File: config.mk
export PLATFORM = sky130hd
export DESIGN_NAME = ecer_top
export DESIGN_NICKNAME = d
export VERILOG_FILES = /design/src/verilog/ecer_pkg.sv /design/src/verilog/ecer_unit_mem.sv /design/src/verilog/ecer_top.sv
export SDC_FILE = /design/constraint.sdc
export NUM_CORES = 2
export LEC_CHECK = 0
export ABC_AREA = 0
export ABC_CLOCK_PERIOD_IN_PS = 3000
export BUFFER_PORTS_ARGS = -buffer_cell sky130_fd_sc_hd__buf_2
export CAP_MARGIN = 30
export CORE_UTILIZATION = 40
export DETAILED_ROUTE_END_ITERATION = 8
export PLACE_DENSITY = 0.63
export REMOVE_ABC_BUFFERS = 1
export SYNTH_ARGS = -nofsm -noshare
export SYNTH_HDL_FRONTEND = slang
export SYNTH_SLANG_ARGS = --single-unit
File: constraint.sdc
create_clock -name clk -period 3 [get_ports clk]
set_input_delay 0.45 -clock clk [delete_from_list [all_inputs] [get_ports clk]]
set_output_delay 0.45 -clock clk [all_outputs]
set_load 0.05 [all_outputs]
File: src/verilog/ecer_pkg.sv
package ecer_pkg;

  // ***********************************************************
  // widths and register layout
  // ***********************************************************
  localparam int ECER_ADDR_W = 32;
  localparam int ECER_STAT_W = 8;
  localparam int ECER_TALLY_W = 16;
  localparam logic [7:0] ECER_STAT_RST = 8'h00;
  localparam logic [31:0] ECER_TRAP_RST = 32'h0000_0000;
  localparam logic [15:0] ECER_TALLY_RST = 16'h0000;
  localparam logic [15:0] ECER_TALLY_MAX = 16'hFFFF;
  localparam logic [15:0] ECER_TALLY_ONE = 16'h0001;
  // sticky event bits of the event status register
  localparam int ECER_STAT_SBE_BIT = 3;
  localparam int ECER_STAT_DBE_BIT = 4;
  localparam logic [7:0] ECER_STAT_USED = 8'h18;

  // per-unit status byte
  localparam int ECER_DUS_DBE_BIT = 3;
  localparam int ECER_DUS_SBC_BIT = 1;
  localparam int ECER_DUS_OFF_BIT = 0;
  localparam logic [7:0] ECER_DUS_RST = 8'h00;

  // 16-byte data units, flag memory indexed by low unit bits
  localparam int ECER_UNIT_LO = 4;
  localparam int ECER_IDX_W = 8;
  localparam int ECER_MEM_DEPTH = 256;

  // ***********************************************************
  // serial commands and register addresses (arbitrary values)
  // ***********************************************************
  localparam logic [7:0] ECER_OP_REG_READ = 8'hA1;
  localparam logic [7:0] ECER_OP_UNIT_QUERY = 8'hA2;
  localparam logic [7:0] ECER_OP_CLEAR = 8'hA3;
  localparam logic [31:0] ECER_RA_STATUS = 32'h0000_0100;
  localparam logic [31:0] ECER_RA_TRAP = 32'h0000_0104;
  localparam logic [31:0] ECER_RA_TALLY = 32'h0000_0108;
  localparam logic [5:0] ECER_OP_LAST = 6'd7;
  localparam logic [5:0] ECER_ADDR_LAST = 6'd31;
  localparam logic [5:0] ECER_CNT_ONE = 6'd1;

  // ***********************************************************
  // types
  // ***********************************************************
  typedef enum logic [2:0] {
    ECER_SP_IDLE,
    ECER_SP_OP,
    ECER_SP_ADDR,
    ECER_SP_OUT,
    ECER_SP_WAIT
  } ecer_phase_e;

  // one decoded data unit from the array read engine
  typedef struct packed {
    logic [31:0] addr;
    logic sbe;
    logic dbe;
    logic main_arr;
  } ecer_unit_s;

  // per-unit flags kept in the flag memory
  typedef struct packed {
    logic programmed;
    logic off;
    logic sbe;
    logic dbe;
  } ecer_flags_s;

  typedef struct packed {
    logic [2:0] sck_s;
    logic [2:0] cs_s;
    logic [1:0] si_s;
    ecer_phase_e phase;
    logic [5:0] bit_cnt;
    logic [31:0] sh_in;
    logic [31:0] sh_out;
    logic is_query;
    logic clr_armed;
    logic q_pend;
    logic so;
    logic so_oe_n;
    ecer_unit_s pend;
    logic pend_v;
    logic prog_v;
    logic prog_err;
    logic [7:0] status;
    logic [31:0] trap;
    logic trap_full;
    logic [15:0] tally;
    logic last_v;
    logic [31:0] last_unit;
  } ecer_state_s;

endpackage

File: src/verilog/ecer_unit_mem.sv
`timescale 1ns/1ps
module ecer_unit_mem
  import ecer_pkg::*;
(
  // clock and reset
  input wire logic clk,
  input wire logic rstn,
  // read port, data registered
  input wire logic rd_en,
  input wire logic [ECER_IDX_W-1:0] rd_idx,
  output ecer_flags_s rd_data,
  // write port
  input wire logic wr_en,
  input wire logic [ECER_IDX_W-1:0] wr_idx,
  input wire ecer_flags_s wr_data
);

  ecer_flags_s mem [ECER_MEM_DEPTH];
  ecer_flags_s rd_reg;

  assign rd_data = rd_reg;

  // ***********************************************************
  // storage; reset leaves every unit erased
  // ***********************************************************
  always_ff @(posedge clk)
  begin
    if (!rstn)
    begin
      rd_reg <= '0;
      for (int i = 0; i < ECER_MEM_DEPTH; i++)
      begin
        mem[i] <= '0;
      end
    end
    else
    begin
      if (rd_en)
      begin
        rd_reg <= mem[rd_idx]; // old value on same-cycle write
      end
      if (wr_en)
      begin
        mem[wr_idx] <= wr_data;
      end
    end
  end

endmodule

File: src/verilog/ecer_top.sv
`timescale 1ns/1ps
module ecer_top
  import ecer_pkg::*;
(
  // clock and power-on reset
  input wire logic clk,
  input wire logic rstn,
  // serial host pins
  input wire logic sck,
  input wire logic cs_n,
  input wire logic si,
  output logic so,
  output logic so_oe_n,
  // array read engine
  input wire logic arr_rd_active,
  input wire logic unit_valid,
  input wire ecer_unit_s unit_in,
  // program and erase engine
  input wire logic prog_req,
  input wire logic [31:0] prog_addr,
  input wire logic erase_req,
  input wire logic [31:0] erase_addr,
  output logic prog_err,
  // configuration and reset sources
  input wire logic dbl_detect_en,
  input wire logic trap_any_err,
  input wire logic hw_sw_reset,
  input wire logic serial_reset
);

  ecer_state_s s_reg;
  ecer_state_s s_next;
  ecer_flags_s mem_rd;
  ecer_flags_s mem_wd;
  ecer_flags_s f_upd;
  logic mem_re;
  logic mem_we;
  logic [ECER_IDX_W-1:0] mem_ridx;
  logic [ECER_IDX_W-1:0] mem_widx;
  logic sck_rise;
  logic sck_fall;
  logic cs_fall;
  logic cs_rise;
  logic clr_cmd;
  logic clr_any;
  logic e1;
  logic e2;
  logic err;
  logic dup;
  logic [7:0] op;
  logic [31:0] a;
  logic [7:0] dus;

  ecer_unit_mem u_mem (
    .clk(clk),
    .rstn(rstn),
    .rd_en(mem_re),
    .rd_idx(mem_ridx),
    .rd_data(mem_rd),
    .wr_en(mem_we),
    .wr_idx(mem_widx),
    .wr_data(mem_wd)
  );

  assign so = s_reg.so;
  assign so_oe_n = s_reg.so_oe_n;
  assign prog_err = s_reg.prog_err;

  // register value for a read; unmapped addresses give zero
  function automatic logic [31:0] reg_value(input logic [31:0] ra, input ecer_state_s st);
    logic [31:0] v;
    v = '0;
    case (ra)
      ECER_RA_STATUS: v = {st.status & ECER_STAT_USED, 24'h00_0000};
      ECER_RA_TRAP: v = st.trap;
      ECER_RA_TALLY: v = {st.tally, 16'h0000};
      default: v = '0;
    endcase
    return v;
  endfunction

  // ***********************************************************
  // next-state logic
  // ***********************************************************
  always_comb
  begin
    s_next = s_reg;
    s_next.prog_err = 1'b0;
    s_next.q_pend = 1'b0;
    s_next.pend_v = 1'b0;
    s_next.prog_v = 1'b0;
    mem_re = 1'b0;
    mem_we = 1'b0;
    mem_ridx = '0;
    mem_widx = '0;
    mem_wd = '0;
    f_upd = mem_rd;
    clr_cmd = 1'b0;
    op = '0;
    a = '0;
    dus = ECER_DUS_RST;
    e1 = 1'b0;
    e2 = 1'b0;
    err = 1'b0;
    dup = 1'b0;

    // pins pass two flops; edge detect reads stages 1 and 2 only
    s_next.sck_s = {s_reg.sck_s[1:0], sck};
    s_next.cs_s = {s_reg.cs_s[1:0], cs_n};
    s_next.si_s = {s_reg.si_s[0], si};
    sck_rise = s_reg.sck_s[1] & ~s_reg.sck_s[2];
    sck_fall = ~s_reg.sck_s[1] & s_reg.sck_s[2];
    cs_fall = ~s_reg.cs_s[1] & s_reg.cs_s[2];
    cs_rise = s_reg.cs_s[1] & ~s_reg.cs_s[2];

    // serial command decode, mode 0, msb first
    if (cs_rise)
    begin
      clr_cmd = s_reg.clr_armed; // clear acts when the command completes
      s_next.phase = ECER_SP_IDLE;
      s_next.clr_armed = 1'b0;
      s_next.so_oe_n = 1'b1;
      s_next.so = 1'b0;
    end
    else if (cs_fall)
    begin
      s_next.phase = ECER_SP_OP;
      s_next.bit_cnt = '0;
    end
    else
    begin
      case (s_reg.phase)
        ECER_SP_OP:
        begin
          if (sck_rise)
          begin
            s_next.sh_in = {s_reg.sh_in[30:0], s_reg.si_s[1]};
            s_next.bit_cnt = s_reg.bit_cnt + ECER_CNT_ONE;
            if (s_reg.bit_cnt == ECER_OP_LAST)
            begin
              op = {s_reg.sh_in[6:0], s_reg.si_s[1]};
              s_next.bit_cnt = '0;
              s_next.is_query = (op == ECER_OP_UNIT_QUERY);
              if (op == ECER_OP_REG_READ || op == ECER_OP_UNIT_QUERY)
              begin
                s_next.phase = ECER_SP_ADDR;
              end
              else
              begin
                s_next.clr_armed = (op == ECER_OP_CLEAR);
                s_next.phase = ECER_SP_WAIT; // unknown opcodes are ignored
              end
            end
          end
        end
        ECER_SP_ADDR:
        begin
          if (sck_rise)
          begin
            s_next.sh_in = {s_reg.sh_in[30:0], s_reg.si_s[1]};
            s_next.bit_cnt = s_reg.bit_cnt + ECER_CNT_ONE;
            if (s_reg.bit_cnt == ECER_ADDR_LAST)
            begin
              a = {s_reg.sh_in[30:0], s_reg.si_s[1]};
              s_next.bit_cnt = '0;
              s_next.phase = ECER_SP_OUT;
              if (s_reg.is_query)
              begin
                mem_re = 1'b1;
                mem_ridx = a[ECER_UNIT_LO +: ECER_IDX_W];
                s_next.q_pend = 1'b1;
              end
              else
              begin
                s_next.sh_out = reg_value(a, s_reg); // no state is touched
              end
            end
          end
        end
        ECER_SP_OUT:
        begin
          if (sck_fall)
          begin
            s_next.so = s_reg.sh_out[31];
            s_next.sh_out = {s_reg.sh_out[30:0], 1'b0};
            s_next.so_oe_n = 1'b0;
          end
        end
        ECER_SP_IDLE, ECER_SP_WAIT:
        begin
          s_next.phase = s_reg.phase;
        end
        default:
        begin
          s_next.phase = ECER_SP_IDLE;
        end
      endcase
    end

    // unit status byte; double-bit flag reads zero when detection is off
    if (s_reg.q_pend)
    begin
      dus[ECER_DUS_DBE_BIT] = mem_rd.dbe & dbl_detect_en;
      dus[ECER_DUS_SBC_BIT] = mem_rd.sbe;
      dus[ECER_DUS_OFF_BIT] = mem_rd.off;
      s_next.sh_out = {dus, 24'h00_0000};
    end

    // event sources fetch the unit flags; engines never overlap
    if (unit_valid && arr_rd_active)
    begin
      mem_re = 1'b1;
      mem_ridx = unit_in.addr[ECER_UNIT_LO +: ECER_IDX_W];
      s_next.pend = unit_in;
      s_next.pend_v = 1'b1;
    end
    else if (prog_req)
    begin
      mem_re = 1'b1;
      mem_ridx = prog_addr[ECER_UNIT_LO +: ECER_IDX_W];
      s_next.pend.addr = prog_addr;
      s_next.prog_v = 1'b1;
    end

    // clears first, so an event in the same cycle still lands
    clr_any = hw_sw_reset | serial_reset | clr_cmd;
    if (clr_any)
    begin
      s_next.status = ECER_STAT_RST;
      s_next.trap = ECER_TRAP_RST;
      s_next.trap_full = 1'b0;
      s_next.tally = ECER_TALLY_RST;
    end

    // evaluate one decoded unit against its flags
    if (s_reg.pend_v)
    begin
      e2 = s_reg.pend.dbe & dbl_detect_en & ~mem_rd.off;
      e1 = s_reg.pend.sbe & ~mem_rd.off & ~e2;
      err = e1 | e2;
      dup = s_reg.last_v &&
            (s_reg.last_unit[31:ECER_UNIT_LO] == s_reg.pend.addr[31:ECER_UNIT_LO]);
      s_next.status[ECER_STAT_SBE_BIT] = s_next.status[ECER_STAT_SBE_BIT] | e1;
      s_next.status[ECER_STAT_DBE_BIT] = s_next.status[ECER_STAT_DBE_BIT] | e2;
      if (err && !s_next.trap_full && (e2 || trap_any_err))
      begin
        s_next.trap = s_reg.pend.addr;
        s_next.trap_full = 1'b1;
      end
      if (err && s_reg.pend.main_arr && !dup && s_next.tally != ECER_TALLY_MAX)
      begin
        s_next.tally = s_next.tally + ECER_TALLY_ONE;
      end
      s_next.last_v = 1'b1;
      s_next.last_unit = s_reg.pend.addr;
      f_upd.sbe = e1;
      f_upd.dbe = e2;
      mem_we = 1'b1;
      mem_widx = s_reg.pend.addr[ECER_UNIT_LO +: ECER_IDX_W];
      mem_wd = f_upd;
    end
    else if (s_reg.prog_v)
    begin
      mem_widx = s_reg.pend.addr[ECER_UNIT_LO +: ECER_IDX_W];
      if (mem_rd.programmed && dbl_detect_en)
      begin
        s_next.prog_err = 1'b1;
      end
      else
      begin
        f_upd.off = mem_rd.programmed; // second program turns checking off
        f_upd.programmed = 1'b1;
        mem_we = 1'b1;
        mem_wd = f_upd;
      end
    end
    else if (erase_req)
    begin
      mem_we = 1'b1;
      mem_widx = erase_addr[ECER_UNIT_LO +: ECER_IDX_W];
      mem_wd = '0;
    end

    // a new transaction may count the same unit again
    if (!arr_rd_active)
    begin
      s_next.last_v = 1'b0;
    end
  end

  // ***********************************************************
  // state register
  // ***********************************************************
  always_ff @(posedge clk)
  begin
    if (!rstn)
    begin
      s_reg <= '0;
      s_reg.cs_s <= 3'b111;
      s_reg.sck_s <= 3'b000;
      s_reg.so_oe_n <= 1'b1;
      s_reg.status <= ECER_STAT_RST;
      s_reg.trap <= ECER_TRAP_RST;
      s_reg.tally <= ECER_TALLY_RST;
    end
    else
    begin
      s_reg <= s_next;
    end
  end
endmodule

Word-level counts from Yosys, hierarchy flattened
Memories as Yosys holds them, arrays and structs flattened. A register that Yosys moved wholly into a read port is not among the register bits.
Cells that the tools add are included.
{ "word_totals": {"register_bits": 207, "mem_bits_rw": 1024, "inputBits": 112, "word_cells": 189, "mem_count": 1} }
{ "classes": {"n_addsub": 2, "n_eq_ne": 27, "muxes": 70, "bitwise_logic": 26, "n_reduce_logical": 36} }
{ "mem_list": {"columns": ["memory", "words", "word_bits", "read_ports", "rd_clocked_by_memory_dff", "write_ports", "line_no", "source"], "rows": [
  ["u_mem.mem", 256, 4, 1, 1, 256, "ecer_unit_mem.sv:18", "ecer_flags_s mem [ECER_MEM_DEPTH];"]
]} }
{ "op_table": {"columns": ["operator", "n"], "rows": [
  ["$mux 73", 3],
  ["$mux 32", 5],
  ["$mux 41", 3],
  ["$eq 32x9->1 const B", 3],
  ["$mux 8", 12],
  ["$pmux 32 s3", 1],
  ["$mux 82", 1],
  ["$pmux 38 s2", 1],
  ["$mux 33", 2],
  ["$pmux 32 s2", 1],
  ["$mux 54", 1],
  ["$mux 29", 1],
  ["$eq 28x28->1", 1],
  ["$mux 28", 1],
  ["$reduce_and 5->1", 5],
  ["$eq 8x8->1 const B", 3],
  ["$mux 1", 22],
  ["$ne 4x4->1 const B", 5],
  ["$mux 9", 2],
  ["$add 16x1->16 const B", 1],
  ["$mux 16", 1],
  ["$mux 4", 4],
  ["$ne 16x16->1 const B", 1],
  ["$reduce_and 7->1", 2],
  ["other kinds (28)", 79]
]} }

Logic depth before layout (Yosys ltp)
{ "logic_depth": {"word_depth": 11, "mapped_depth": 17, "mapped_depth_nobuf": 12} }

By module
Synthesis repeated with hierarchy kept, for this count alone.
{ "hier_totals": {"hier_cells": 4936, "area_unflattened_um2": 58786.4} }
{ "by_module_without_submodules": {"columns": ["mod", "n_inst", "cells_per_inst", "area_per_inst_um2"], "rows": [
  ["ecer_unit_mem", 1, 3830, 49553.8],
  ["ecer_top", 1, 1106, 9232.6]
]} }

Worst setup path before layout
OpenSTA, ideal clock, no wires.
{ "synth_path": {"kind": "input -> register", "startpoint": "in prog_req", "endpoint": "reg, netlist name u_mem.rd_data[0]", "setup_ns": 0.137, "t_arrival_ns": 3.007, "t_required_ns": 2.863, "path_slack_ns": -0.144, "cell_stages": 13, "n_path_buf": 4, "path_cell_list": "buf_2 -> or4b_4 -> nor4_4 -> a21o_1 -> buf_4 -> buf_4 -> clkbuf_1 -> mux2i_1 -> a221oi_1 -> a31oi_1 -> o311ai_0 -> o31ai_1 -> o2111ai_1"} }
{ "synth_via": {"elab_chain_cells": 2, "elab_cells_between_ends": 4} }
{ "synth_lines": {"columns": ["element", "line_no", "source"], "rows": [
  ["from (decl)", "ecer_top.sv:19", "input wire logic prog_req,"],
  ["$mux 8 or $mux 1 (tied branches)", "ecer_top.sv:217", "else if (prog_req)"],
  ["$mux 8 or $mux 1 (tied branches)", "ecer_top.sv:210", "if (unit_valid && arr_rd_active)"]
]} }
Parallel ways exist; a longest one is shown, timed or not.
A chain may end at the register's enable or synchronous reset.

Worst setup path in the final report
{ "layout_path": {"startpoint": "reg s_reg[210] (netlist bit)", "endpoint": "reg, netlist name u_mem.rd_data[0]"} }
{ "layout_via": {"elab_chain_cells": 5, "elab_cells_between_ends": 11} }
{ "layout_lines": {"columns": ["element", "line_no", "source"], "rows": [
  ["from (decl)", "ecer_top.sv:31", "ecer_state_s s_reg;"],
  ["from (signal assigned)", "ecer_top.sv:308", "s_reg <= s_next;"],
  ["$and 1x1->1 or $not 1->1 (tied branches)", "ecer_top.sv:113, ecer_top.sv:114", null],
  ["$mux 8, or another cell as far along", "ecer_top.sv:125", "else if (cs_fall)"],
  ["$mux 8 or $mux 1 (tied branches)", "ecer_top.sv:117", "if (cs_rise)"],
  ["$mux 8 or $mux 1 (tied branches)", "ecer_top.sv:217", null],
  ["$mux 8 or $mux 1 (tied branches)", "ecer_top.sv:210", null]
]} }
Parallel ways exist; a longest one is shown, timed or not.

==> out/results.ini <==
[setup_path]
timing.rr.end=u_mem.rd_data[0]$_SDFFE_PN0P_
reg2reg_depth=18
crit_slowest_cell=dfxtp_4
worstPathRequired_ns=3.68
cp_max_fo=9
cpPeakStageDelay_ns=0.36
r2r_start=s_reg[210]$_SDFF_PN1_
crit_arrival_ns=4.20
crit_buf_inv=7
ff2ff_setup_slack_ns=-0.51
end_kind=register
cp-start-kind=register
cpLargestDelayFamily=buffers and inverters
critical_path_class=register to register
crit_top_cell=buf_4
crit_chain=inv_2 -> ha_4 -> nand4bb_4 -> nor4_4 -> buf_4 -> buf_12 -> a31o_2 -> buf_4 -> nand2_1 -> buf_4 -> nor2_2 -> buf_12 -> buf_4 -> a32oi_1 -> nand2_1 -> o21ai_1 -> a41o_1 -> o2111ai_1

[drt]
drtPass1Iterations=6
ant_nets=0
vias_per_cell=5.62
drtIter0Drc=5367
wl_microns=178000
post-route-drc-count=0
routedWlPerCell_microns=22.2
vias=45127

[power]
vdd_drop_max_uv=594
p_leak_nw=24.4
finalPower_mw=40.5
power_density_mw_per_mm2=594

[synthesis]
synth_area_leaders=edfxtp_1, nand2_1, nor2_1
yosysSeqAreaShare_pct=62.0
ys_types=64
synth_top_area_share_pct=54.6
synth_area_per_cell_sq_um=9.89
ys.flop_type=edfxtp_1
synth_seq_cells=1231
async_flop_share_pct=0
synth_cells=5693
synth_top_area_cell=edfxtp_1
netlist_area_sq_mm=0.0563
yosysWarnings=0
synth-edff-count=1024

[floorplan]
num_rows=137
dieWidth_microns=377
fp.dieH_microns=377
dieArea_sq_mm=0.142
initial_utilization_pct=40.3
pin_count=115
coreArea_sq_mm=0.140

[cells_and_area]
area_delta_synth_final_pct=21.4
fin_area_sq_mm=0.0683
largest_register_ffs=1024
layout_common_cells=nand2_1, nor2_1, edfxtp_1
drive_gt1_share_pct=15.4
nNetsFinal=6157
layout_commonest_cell=nand2_1
fillers=12519
fin_util_pct=49.0

[placement]
dpl.hpwl_microns=116000
gp_congestion=0.953
place_area_sq_mm=0.0617
io_buffers=90

[min_path]
hold_path_class=input pin to register
worstHoldEndpoint=s_reg[123]$_SDFFE_PN0P_
hold_start=prog_addr[27]
hold_depth=4

[grt]
overflow=0
grt_max_degree=117
grt_pass1_wl_microns=262000
grt_pass1_vias=42283
grt.total_usage_pct=24.4
grt_antenna_before_repair=3

[clock_network]
cts-htree-levels=4
clockBufferDepth=3
clk_latency_ns=0.77
cts_buffers=138
cts_tree=yes
clock-sinks=1231
cts_root_buf=clkbuf_16
clk_pin_slew_ns=0.06

[timing]
hold_violations=0
setup_violations=4
maxSlewViolCount=0
rsz0062_at_grt=yes
worst_pin_slew_ns=0.879
timing.final.ws_setup_ns=-0.512
max_freq_mhz=285
slew_headroom_pct=40.8
fin_crit_sh_pct=117
skew_ns=0.0216
fin_crit_ns=3.51

[status]
violations=setup timing
status=complete, but fails checks

[run]
drv_cap=0

## power by group
part,switching [mW],total [mW],internal (mW)
Sequential,0.268,19.3,19.0
Combinational,2.70,4.21,1.52
Clock,6.99,17.1,10.1
## layout make-up
type	instances	area (sq um)	share of cell area [%]
clock buffers	181	3920	5.74
flip-flops and latches	1231	34900	51.1
diodes	1	2.50	0.00366
well taps	1876	2350	3.44
clock inverters	70	647	0.947
multi-input cells	4024	20400	29.9
repair buffers	628	5990	8.77
inverters	18	67.6	0.0989
## logic make-up (layout without fill, tap and decap cells)
group	Yosys count	count (layout)	synth area share [%]
AO/OA/AOI/OAI	727	727	8.62
XOR/XNOR	46	46	0.716
adder cells (fa/ha/maj)	4	4	0.0889
buffers and inverters	438	897	3.27
flip-flops	1231	1231	62.0
multiplexers	174	174	3.09
other	0	1	0
AND/OR/NAND/NOR	3073	3073	22.2
## worst max-delay path by stage
stage / from / slack (ns) / to / cells past startpoint
global route: s_reg[210]$_SDFF_PN1_ / -0.58 / u_mem.rd_data[0]$_SDFFE_PN0P_ / 16
global placement: prog_req / -1.03 / u_mem.rd_data[3]$_SDFFE_PN0P_ / 15
detailed placement: prog_req / -1.03 / u_mem.rd_data[2]$_SDFFE_PN0P_ / 15
floorplan: unit_valid / -16.99 / u_mem.rd_data[0]$_SDFFE_PN0P_ / 10
finish: s_reg[210]$_SDFF_PN1_ / -0.51 / u_mem.rd_data[0]$_SDFFE_PN0P_ / 18
CTS: s_reg[210]$_SDFF_PN1_ / -0.44 / u_mem.rd_data[3]$_SDFFE_PN0P_ / 18
## repair_timing
action / CTS / global route
gates resized for setup: 121 / 66
hold endpoints to repair: 34 / 0
hold buffers: 41 / 0
endpoints found under the setup margin: 4 / 7
cloned: 9 / 2
buffers inserted: 33 / 22
pin swaps: 49 / 60
## synthesized netlist by cell type, types with 42 or more instances
cell      number
a22oi_1      134
nor2_1      1156
buf_2         62
a21oi_1      226
o21ai_0       69
clkbuf_1     314
nor3_1        47
nand4_1       49
a32oi_1       43
a31oi_1       42
dfxtp_1      207
nand3_1      303
mux2i_1      174
a21boi_0      76
nand2_1     1380
edfxtp_1    1024
## stage by stage
stage	setup TNS, ns	instances	hold WS (ns)	setup slack [ns]
floorplan	-9272.82	5273	0.386	-16.99
global placement	-3.93	7676	0.417	-1.03
detailed placement	-4.00	7678	0.396	-1.03
finish	-1.95	8029	0.0501	-0.512
CTS	-1.74	8009	0.000914	-0.443
global route	-2.24	8029	0.0421	-0.583
## worst reg2reg max path: cells and delay by family, from the launching register on
kind,cells,cell delay (ns)
buffers and inverters,7,1.11
AND/OR/NAND/NOR,5,0.94
AO/OA/AOI/OAI,5,0.88
flip-flops,1,0.36
adder cells (fa/ha/maj),1,0.16
## metal layers
layer,global-route usage [%],wire [microns],vias up
met5,0,18,-
met4,10.0,7000,2
met2,38.5,81000,2443
met1,33.1,72300,21773
met3,4.52,17600,359
li1,-,-,20550
(Power assumes the default switching activity.)
